==> src/core/spm_pkg.sv <==
// Constants shared by both ends of the protection map serial link.
// Assumes one 10 MHz clock on each end, sync active-high reset.
// Contract
// Opcode 3D 2A 7F CF means erase map
// Erase starts only when select rises
// Busy shown during map erase time
// Erase sets all bytes FF, protected
// Erase accepted whether protection on or off
// Protected erased map refuses array writes
// Host erases map before programming it
// Opcode 3D 2A 7F FC means program map
// Eight data bytes, sector order zero up
// Program starts on select rise, busy shown
// Missing bytes leave sectors undefined
// Ninth byte wraps to location zero
// Host writes only 00 or FF; the bench writes C0 in byte zero
// Program accepted with protection on or off
// Program overwrites buffer one contents
// Read is opcode 32 plus three dummies
// Map bytes shift out sector zero first
// After last byte, output undefined
// Select high ends read, output released
// Host limits map cycles to 10,000
// Write-protect pin blocks map modification
// Byte zero bit pairs guard sub-sectors
// All bytes shift most significant first
package spm_pkg;
   localparam int          CLK_HZ          = 10_000_000;
   localparam int          MAP_BYTES       = 8;
   localparam logic [7:0]  OP_PREFIX0      = 8'h3D;
   localparam logic [7:0]  OP_PREFIX1      = 8'h2A;
   localparam logic [7:0]  OP_PREFIX2      = 8'h7F;
   localparam logic [7:0]  OP_ERASE        = 8'hCF;
   localparam logic [7:0]  OP_PROG         = 8'hFC;
   localparam logic [7:0]  OP_READ         = 8'h32;
   localparam logic [7:0]  MAP_ERASED      = 8'hFF;
   localparam logic [7:0]  MAP_CLEAR       = 8'h00;
   localparam int          READ_DUMMIES    = 3;
   localparam int          SUB0A_MSB       = 7;
   localparam int          SUB0B_MSB       = 5;
   localparam int          CYCLE_LIMIT     = 10_000;
   // Self-timed cycle lengths in microseconds
   localparam int          MAP_ERASE_TIME_US = 100;
   localparam int          PROGRAM_TIME_US   = 50;
   localparam int          ERASE_CYC = MAP_ERASE_TIME_US * (CLK_HZ / 1_000_000);
   localparam int          PROG_CYC  = PROGRAM_TIME_US * (CLK_HZ / 1_000_000);
   // Host clock divider: half period in system clocks
   localparam int          SCK_HALF        = 4;
endpackage

==> src/core/spm_if.sv <==
// Serial link between protection map host and device.
// Assumes the host treats so as released while so_oe is low.
`timescale 1ns/1ps
`default_nettype none
interface spm_if;
   logic cs_n;
   logic sck;
   logic si;
   logic so_o;
   logic so_oe;
   modport dev  (input cs_n, sck, si, output so_o, so_oe);
   modport host (output cs_n, sck, si, input so_o, so_oe);
endinterface // spm_if
`default_nettype wire

==> src/core/spm_dev.sv <==
// Device end: decodes map erase, program and read commands.
// Assumes link pins are asynchronous and sampled by i_clk.
`timescale 1ns/1ps
`default_nettype none
module spm_dev (
   // Clock and reset
   input  wire logic       i_clk,
   input  wire logic       i_sys_rst,
   // Link
   spm_if.dev              lnk,
   // Protection controls
   input  wire logic       i_wp_n,
   input  wire logic       i_prot_en,
   input  wire logic       i_array_wr_req,
   // Status
   output logic            o_busy,
   output logic            o_array_wr_refused,
   output logic            o_buf1_clobbered,
   output logic [63:0]     o_map,
   output logic [1:0]      o_sub0_prot
);
   typedef enum logic [2:0] {
      SPM_IDLE  = 3'b000,
      SPM_OPC   = 3'b001,
      SPM_DATA  = 3'b010,
      SPM_DUMMY = 3'b011,
      SPM_READ  = 3'b100,
      SPM_SKIP  = 3'b101
   } spm_st_t;
   typedef enum logic [1:0] {
      JOB_NONE  = 2'b00,
      JOB_ERASE = 2'b01,
      JOB_PROG  = 2'b10
   } spm_job_t;
   typedef struct packed {
      logic [1:0]  cs_s;
      logic [1:0]  sck_s;
      logic [1:0]  si_s;
      logic [1:0]  wp_s;
      logic        sck_q;
      logic        cs_q;
      spm_st_t     st;
      logic [2:0]  bitc;
      logic [7:0]  sh;
      logic [1:0]  opn;
      logic [1:0]  dmy;
      logic [3:0]  idx;
      logic        wide;
      spm_job_t    pend;
      spm_job_t    job;
      logic [15:0] tmr;
      logic [7:0][7:0] map;
      logic [7:0][7:0] stage;
      logic [7:0]  tx;
      logic        so;
      logic        oe;
      logic        buf1;
   } spm_dev_t;
   spm_dev_t cur_ff, nxt_ff;
   logic     sck_rise, sck_fall, cs_rise, cs_fall, byte_done;
   logic [7:0] rx;
   logic [7:0] exp_op;

   // ======================================================
   // Next state
   always_comb begin
      nxt_ff = cur_ff;
      nxt_ff.cs_s  = {cur_ff.cs_s[0], lnk.cs_n};
      nxt_ff.sck_s = {cur_ff.sck_s[0], lnk.sck};
      nxt_ff.si_s  = {cur_ff.si_s[0], lnk.si};
      nxt_ff.wp_s  = {cur_ff.wp_s[0], i_wp_n};
      nxt_ff.sck_q = cur_ff.sck_s[1];
      nxt_ff.cs_q  = cur_ff.cs_s[1];
      sck_rise  = cur_ff.sck_s[1] & ~cur_ff.sck_q & ~cur_ff.cs_s[1];
      sck_fall  = ~cur_ff.sck_s[1] & cur_ff.sck_q & ~cur_ff.cs_s[1];
      cs_fall   = ~cur_ff.cs_s[1] & cur_ff.cs_q;
      cs_rise   = cur_ff.cs_s[1] & ~cur_ff.cs_q;
      rx        = {cur_ff.sh[6:0], cur_ff.si_s[1]};
      byte_done = sck_rise & (cur_ff.bitc == 3'd7);
      case (cur_ff.opn)
         2'd0:    exp_op = spm_pkg::OP_PREFIX0;
         2'd1:    exp_op = spm_pkg::OP_PREFIX1;
         default: exp_op = spm_pkg::OP_PREFIX2;
      endcase
      // ======================================================
      // Self-timed cycle; commands are ignored while busy
      if (cur_ff.job != JOB_NONE) begin
         if (cur_ff.tmr == 16'h0000) begin
            if (cur_ff.job == JOB_ERASE)
               nxt_ff.map = {8{spm_pkg::MAP_ERASED}};
            else
               nxt_ff.map = cur_ff.stage;
            nxt_ff.job = JOB_NONE;
         end else begin
            nxt_ff.tmr = cur_ff.tmr - 16'h0001;
         end
      end
      // ======================================================
      // Serial input shift register
      if (sck_rise) begin
         nxt_ff.sh   = rx;
         nxt_ff.bitc = cur_ff.bitc + 3'd1;
      end
      // ======================================================
      // Frame start and command decode
      if (cs_fall) begin
         nxt_ff.st   = (cur_ff.job == JOB_NONE) ? SPM_OPC : SPM_SKIP;
         nxt_ff.bitc = 3'd0;
         nxt_ff.opn  = 2'd0;
         nxt_ff.pend = JOB_NONE;
         nxt_ff.idx  = 4'd0;
         nxt_ff.wide = 1'b0;
      end else if (byte_done) begin
         case (cur_ff.st)
            SPM_OPC: begin
               if (cur_ff.opn == 2'd0 && rx == spm_pkg::OP_READ) begin
                  nxt_ff.st  = SPM_DUMMY;
                  nxt_ff.dmy = 2'd0;
               end else if (cur_ff.opn == 2'd3) begin
                  if (rx == spm_pkg::OP_ERASE) begin
                     nxt_ff.pend = JOB_ERASE;
                     nxt_ff.st   = SPM_SKIP;
                  end else if (rx == spm_pkg::OP_PROG) begin
                     nxt_ff.st    = SPM_DATA;
                     // Unsent bytes keep their old value
                     nxt_ff.stage = cur_ff.map;
                     nxt_ff.buf1  = 1'b1;
                  end else begin
                     nxt_ff.st = SPM_SKIP;
                  end
               end else if (rx == exp_op) begin
                  nxt_ff.opn = cur_ff.opn + 2'd1;
               end else begin
                  nxt_ff.st = SPM_SKIP;
               end
            end
            SPM_DATA: begin
               nxt_ff.stage[cur_ff.idx[2:0]] = rx;
               nxt_ff.idx  = {1'b0, cur_ff.idx[2:0] + 3'd1};
               nxt_ff.pend = JOB_PROG;
            end
            SPM_DUMMY: begin
               if (cur_ff.dmy == 2'(spm_pkg::READ_DUMMIES - 1)) begin
                  nxt_ff.st  = SPM_READ;
                  nxt_ff.idx = 4'd0;
                  nxt_ff.tx  = cur_ff.map[0];
               end else begin
                  nxt_ff.dmy = cur_ff.dmy + 2'd1;
               end
            end
            SPM_READ: begin
               nxt_ff.idx = cur_ff.idx + 4'd1;
               if (cur_ff.idx == 4'(spm_pkg::MAP_BYTES - 1)) begin
                  nxt_ff.wide = 1'b1;
                  nxt_ff.tx   = 8'h00;
               end else if (!cur_ff.wide) begin
                  nxt_ff.tx = cur_ff.map[cur_ff.idx[2:0] + 3'd1];
               end
            end
            default: ;
         endcase
      end
      // ======================================================
      // Output shifts on falling edge, MSB first
      if (cur_ff.st == SPM_READ && sck_fall) begin
         nxt_ff.oe = 1'b1;
         nxt_ff.so = cur_ff.tx[3'd7 - cur_ff.bitc];
      end
      // ======================================================
      // Frame end starts the self-timed cycle
      if (cs_rise) begin
         nxt_ff.oe = 1'b0;
         nxt_ff.st = SPM_IDLE;
         // Map changes are barred while write-protect is low
         if (cur_ff.wp_s[1] && cur_ff.job == JOB_NONE) begin
            if (cur_ff.pend == JOB_ERASE) begin
               nxt_ff.job = JOB_ERASE;
               nxt_ff.tmr = 16'(spm_pkg::ERASE_CYC - 1);
            end else if (cur_ff.pend == JOB_PROG) begin
               nxt_ff.job = JOB_PROG;
               nxt_ff.tmr = 16'(spm_pkg::PROG_CYC - 1);
            end
         end
      end
   end

   // ======================================================
   // State register
   always_ff @(posedge i_clk) begin
      if (i_sys_rst) begin
         cur_ff <= '{cs_s: 2'b11, cs_q: 1'b1, map: '0, stage: '0,
                     st: SPM_IDLE, pend: JOB_NONE, job: JOB_NONE,
                     default: '0};
      end else begin
         cur_ff <= nxt_ff;
      end
   end

   // ======================================================
   // Outputs
   assign lnk.so_o  = cur_ff.so;
   assign lnk.so_oe = cur_ff.oe;
   assign o_busy    = (cur_ff.job != JOB_NONE);
   // Erased map is all protected, so array writes are refused while i_prot_en is high
   assign o_array_wr_refused = i_array_wr_req & i_prot_en
                             & (cur_ff.map[0] == spm_pkg::MAP_ERASED);
   assign o_buf1_clobbered = cur_ff.buf1;
   assign o_map = cur_ff.map;
   assign o_sub0_prot = {&cur_ff.map[0][spm_pkg::SUB0A_MSB -: 2],
                         &cur_ff.map[0][spm_pkg::SUB0B_MSB -: 2]};
endmodule // spm_dev
`default_nettype wire

==> src/flat_wrapper.sv <==
// flat-port wrapper written by rule: the top's interface ports become plain ports
module spm_dev_flat 
  (i_clk, i_sys_rst, i_wp_n, i_prot_en, i_array_wr_req, o_busy, o_array_wr_refused, o_buf1_clobbered, o_map, o_sub0_prot, lnk_cs_n, lnk_sck, lnk_si, lnk_so_o, lnk_so_oe);
  spm_if lnk_i ();
  input  wire logic i_clk;
  input  wire logic i_sys_rst;
  input  wire logic i_wp_n;
  input  wire logic i_prot_en;
  input  wire logic i_array_wr_req;
  output logic o_busy;
  output logic o_array_wr_refused;
  output logic o_buf1_clobbered;
  output logic [63:0] o_map;
  output logic [1:0] o_sub0_prot;
  input wire logic [$bits(lnk_i.cs_n)-1:0] lnk_cs_n;
  input wire logic [$bits(lnk_i.sck)-1:0] lnk_sck;
  input wire logic [$bits(lnk_i.si)-1:0] lnk_si;
  output wire logic [$bits(lnk_i.so_o)-1:0] lnk_so_o;
  output wire logic [$bits(lnk_i.so_oe)-1:0] lnk_so_oe;
  assign lnk_i.cs_n = lnk_cs_n;
  assign lnk_i.sck = lnk_sck;
  assign lnk_i.si = lnk_si;
  assign lnk_so_o = lnk_i.so_o;
  assign lnk_so_oe = lnk_i.so_oe;
  spm_dev u_core (.i_clk(i_clk), .i_sys_rst(i_sys_rst), .lnk(lnk_i), .i_wp_n(i_wp_n), .i_prot_en(i_prot_en), .i_array_wr_req(i_array_wr_req), .o_busy(o_busy), .o_array_wr_refused(o_array_wr_refused), .o_buf1_clobbered(o_buf1_clobbered), .o_map(o_map), .o_sub0_prot(o_sub0_prot));
endmodule
==> config.mk <==
export PLATFORM = sky130hd
export DESIGN_NAME = spm_dev_flat
export DESIGN_NICKNAME = d
export VERILOG_FILES = /design/src/core/spm_pkg.sv /design/src/core/spm_if.sv /design/src/core/spm_dev.sv /design/src/flat_wrapper.sv
export SDC_FILE = /design/constraint.sdc
export NUM_CORES = 1
export LEC_CHECK = 0
export ABC_AREA = 1
export BUFFER_PORTS_ARGS = -buffer_cell sky130_fd_sc_hd__buf_2
export CORE_MARGIN = 2
export CORE_UTILIZATION = 30
export CTS_CLUSTER_SIZE = 8
export DETAILED_ROUTE_END_ITERATION = 8
export HOLD_SLACK_MARGIN = 0.08
export MAX_ROUTING_LAYER = met4
export SYNTH_ARGS = -nofsm -noshare
export SYNTH_HDL_FRONTEND = slang
export SYNTH_SLANG_ARGS = --single-unit
==> constraint.sdc <==
create_clock -name i_clk -period 4.5 [get_ports i_clk]
set_input_delay 0.45 -clock i_clk [delete_from_list [all_inputs] [get_ports i_clk]]
set_output_delay 0.45 -clock i_clk [all_outputs]
set_load 0.1 [all_outputs]
==> run summary <==
Status: finished, final reports clean
CP Capture Type: flip-flop
TritonCTS buffer count: 17
Initial Util: 30.6%
Core Region: 0.0317 sq mm
Setup TNS: 0 ns
Crit path largest cell delay: 0.79 ns
GRT Util Overall: 17.4%
Mean routed wirelength per cell: 15.9 microns
Yosys cell types: 36
Antenna Nets Post-Route: 0
# resized after CTS: 0
CP Max Fanout: 50
Nets: 1400
Clock Skew: 0.0159 ns
Critical path class: flip-flop to flip-flop
Placer's final routability congestion estimate: 0.872
Synth cell count leaders: nand2_1 (219), inv_1 (195), dfxtp_1 (191)
Top Metal Used: met4
DRT Wirelength: 28600 microns
Worst-margin pin slew: 1.03 ns
Syn Inst Count: 1408
Netlist area before placement: 0.00969 sq mm
First-pass GRT wire length: 44600 microns
Final setup vio count: 0
Switch Pwr: 0.812 mW
Vias per cell: 4.97
Initial antenna violation count: 0
Multi-input gate area: 0.00433 sq mm
Post-layout min period: 2.93 ns
CTS Root Cell: clkbuf_16
Grt total ovfl: 0
Syn Area/Cell: 6.88 sq um
WL met2: 12400 microns
CTS tree: yes
DP HPWL: 19200 microns
Slew Viols, Final: 0
CP cell instances: nand3_4 > inv_2 > nand2_1 > o22ai_1 > nand4_1 > a21oi_1
F_max: 341 MHz
PortBufs: 78
Reg2reg end: u_core.cur_ff[23]
Via count of the routed design: 8936
Layout cells sized above 1: 10.8%
MaxCap Viol Count: 0
Crit path depth: 6
Power share of the sequential group: 50.0%
Final cycle utilization of the critical path: 65.1%
Class of the worst hold path: primary input to flip-flop
Net Sw Frac: 23.9%
CP startpoint: u_core.cur_ff[180]
WP buf/inv: 1
Vias in the first global route: 7843
Max Buffers Root-to-Sink: 2
Arr. time, crit path: 3.31 ns
Htree depth: 4
Sequential cell area fraction in the yosys report: 39.5%
Top FF cell, synth: dfxtp_1
Asr flop ratio synth: 0%
Maximum number of pins on one net before global-route repair: 126
Row cnt: 65
FF-to-FF path depth: 6
Clock share of power: 47.8%
R2R Setup Slk: 1.57 ns
Power density cells: 324 mW/mm^2
Worst r2r src: u_core.cur_ff[180]
Area Growth Syn to Fin: 8.22%
Unrepaired setup endpoints after global routing: no
Slowest CP cell: inv_2
CP Launch Type: flip-flop
FF+latch count, synth: 191
Remaining DRCs: 0
Top cells by area, synth: dfxtp_1 (39%), a21oi_1 (8.7%), nand2_1 (8.5%), inv_1 (7.6%), nor2_1 (6.5%)
Worst IR Drop VDD: 0.000318 V
I/O pins: 79
Pint: 2.58 mW
Die span in x: 184 microns
Delay-heaviest family, CP: simple AND/OR/NAND/NOR gates
Logic pwr share: 2.2%
Slew margin rel.: 31.3%
Min-delay src: lnk_cs_n
Register area: 0.00382 sq mm
Most frequent cell after synthesis: nand2_1
Total Die Area: 0.0338 sq mm
Fillers: 3427
Hold Buf Count CTS: 0
Post-layout util: 33.1%
Drt pass-1 iters: 5
Clock-pin slew on the worst setup and hold paths: 0.08 ns
Initial DRC count: 820
Post-synth EDFFs: 0
Placed cells: 1765
Syn nets: 1426
Synth warn: 0
Die height: 184 microns
Critical Path RT: 4.88 ns
Leak pwr: 4.60 nW
Clk sinks: 191
Area leader, netlist: dfxtp_1
Finished Layout Cells: 1798
Postcts setup bufs: 0
Later-pin clock latency in the skew report: 0.45 ns
Routed wire length on met3: 1760 microns
Critical path destination: u_core.cur_ff[23]
M1 WL: 13700 microns
Synth top area share: 39.5%
Final hold vios: 0
-- sequential cells by signal (all words and copies together), names as in the netlist --
signal,cells
u_core.o_map,64
u_core.lnk.so_oe,1
u_core.cur_ff,124
u_core.lnk.so_o,1
u_core.o_buf1_clobbered,1
-- worst min path at each step --
stage          slack (ns)                 end  depth (start not counted)
2_1_floorplan        0.39  u_core.cur_ff[185]                          2
3_3_place_gp         0.39  u_core.cur_ff[185]                          2
3_5_place_dp         0.39  u_core.cur_ff[185]                          2
4_1_cts              0.16  u_core.cur_ff[190]                          2
5_1_grt              0.18  u_core.cur_ff[190]                          2
6_report             0.18  u_core.cur_ff[190]                          2
-- cell families after synthesis --
logic type / count (synthesis) / synth area share [%]
AND/OR/NAND/NOR: 505 / 22.3
AO/OA/AOI/OAI: 365 / 20.5
buffers and inverters: 330 / 15.8
flip-flops: 191 / 39.5
adder cells (fa/ha/maj): 10 / 1.29
XOR/XNOR: 7 / 0.633
-- layout by cell type (no fill, tap or decap), drive strengths merged, types with 3 or more instances in the layout --
master / Yosys / layout
buf: 98 / 85
o21ai: 118 / 118
inv: 199 / 204
a31oi: 4 / 4
nand3: 57 / 57
a211oi: 3 / 3
xor2: 5 / 5
clkinv: 1 / 6
a21oi: 169 / 169
nand2: 227 / 227
nor3: 17 / 17
o211ai: 6 / 6
nand4: 26 / 26
dfxtp: 191 / 191
or2: 4 / 4
nor2: 170 / 170
clkbuf: 32 / 19
o22ai: 64 / 64
ha: 10 / 10
-- per-layer routing --
layer	vias up	track usage (%)
li1	4488	-
met1	4108	24.3
met2	302	25.4
met3	38	3.11
met4	0	5.50
met5	-	-
-- power by group through the flow --
stage	Combinational [mW]	Clock [mW]	Sequential, mW
global placement	0.0740	0	1.74
detailed placement	0.0744	0	1.74
global route	0.0844	1.71	1.70
CTS	0.0746	1.65	1.70
floorplan	0.0553	0	1.74
finish	0.0748	1.62	1.70
-- through the flow --
step / area [sq um] / hold slack, ns / total power [mW] / setup slack (ns)
6_report: 10500 / 0.181 / 3.40 / 1.57
5_1_grt: 10500 / 0.180 / 3.50 / 1.40
4_1_cts: 10500 / 0.165 / 3.42 / 1.61
3_5_place_dp: 9870 / 0.392 / 1.81 / 1.64
3_3_place_gp: 9870 / 0.393 / 1.81 / 1.61
2_1_floorplan: 9690 / 0.388 / 1.79 / 0.846
-- layout make-up --
type,instances,area share (%)
inverter,200,7.17
timing repair buffer,85,4.34
sequential,191,36.5
tap,402,4.80
clock inverter,13,1.59
multi-input combinational,887,41.3
antenna,1,0.0239
clock buffer,19,4.32
No activity file was read; power rests on OpenSTA's default activity.
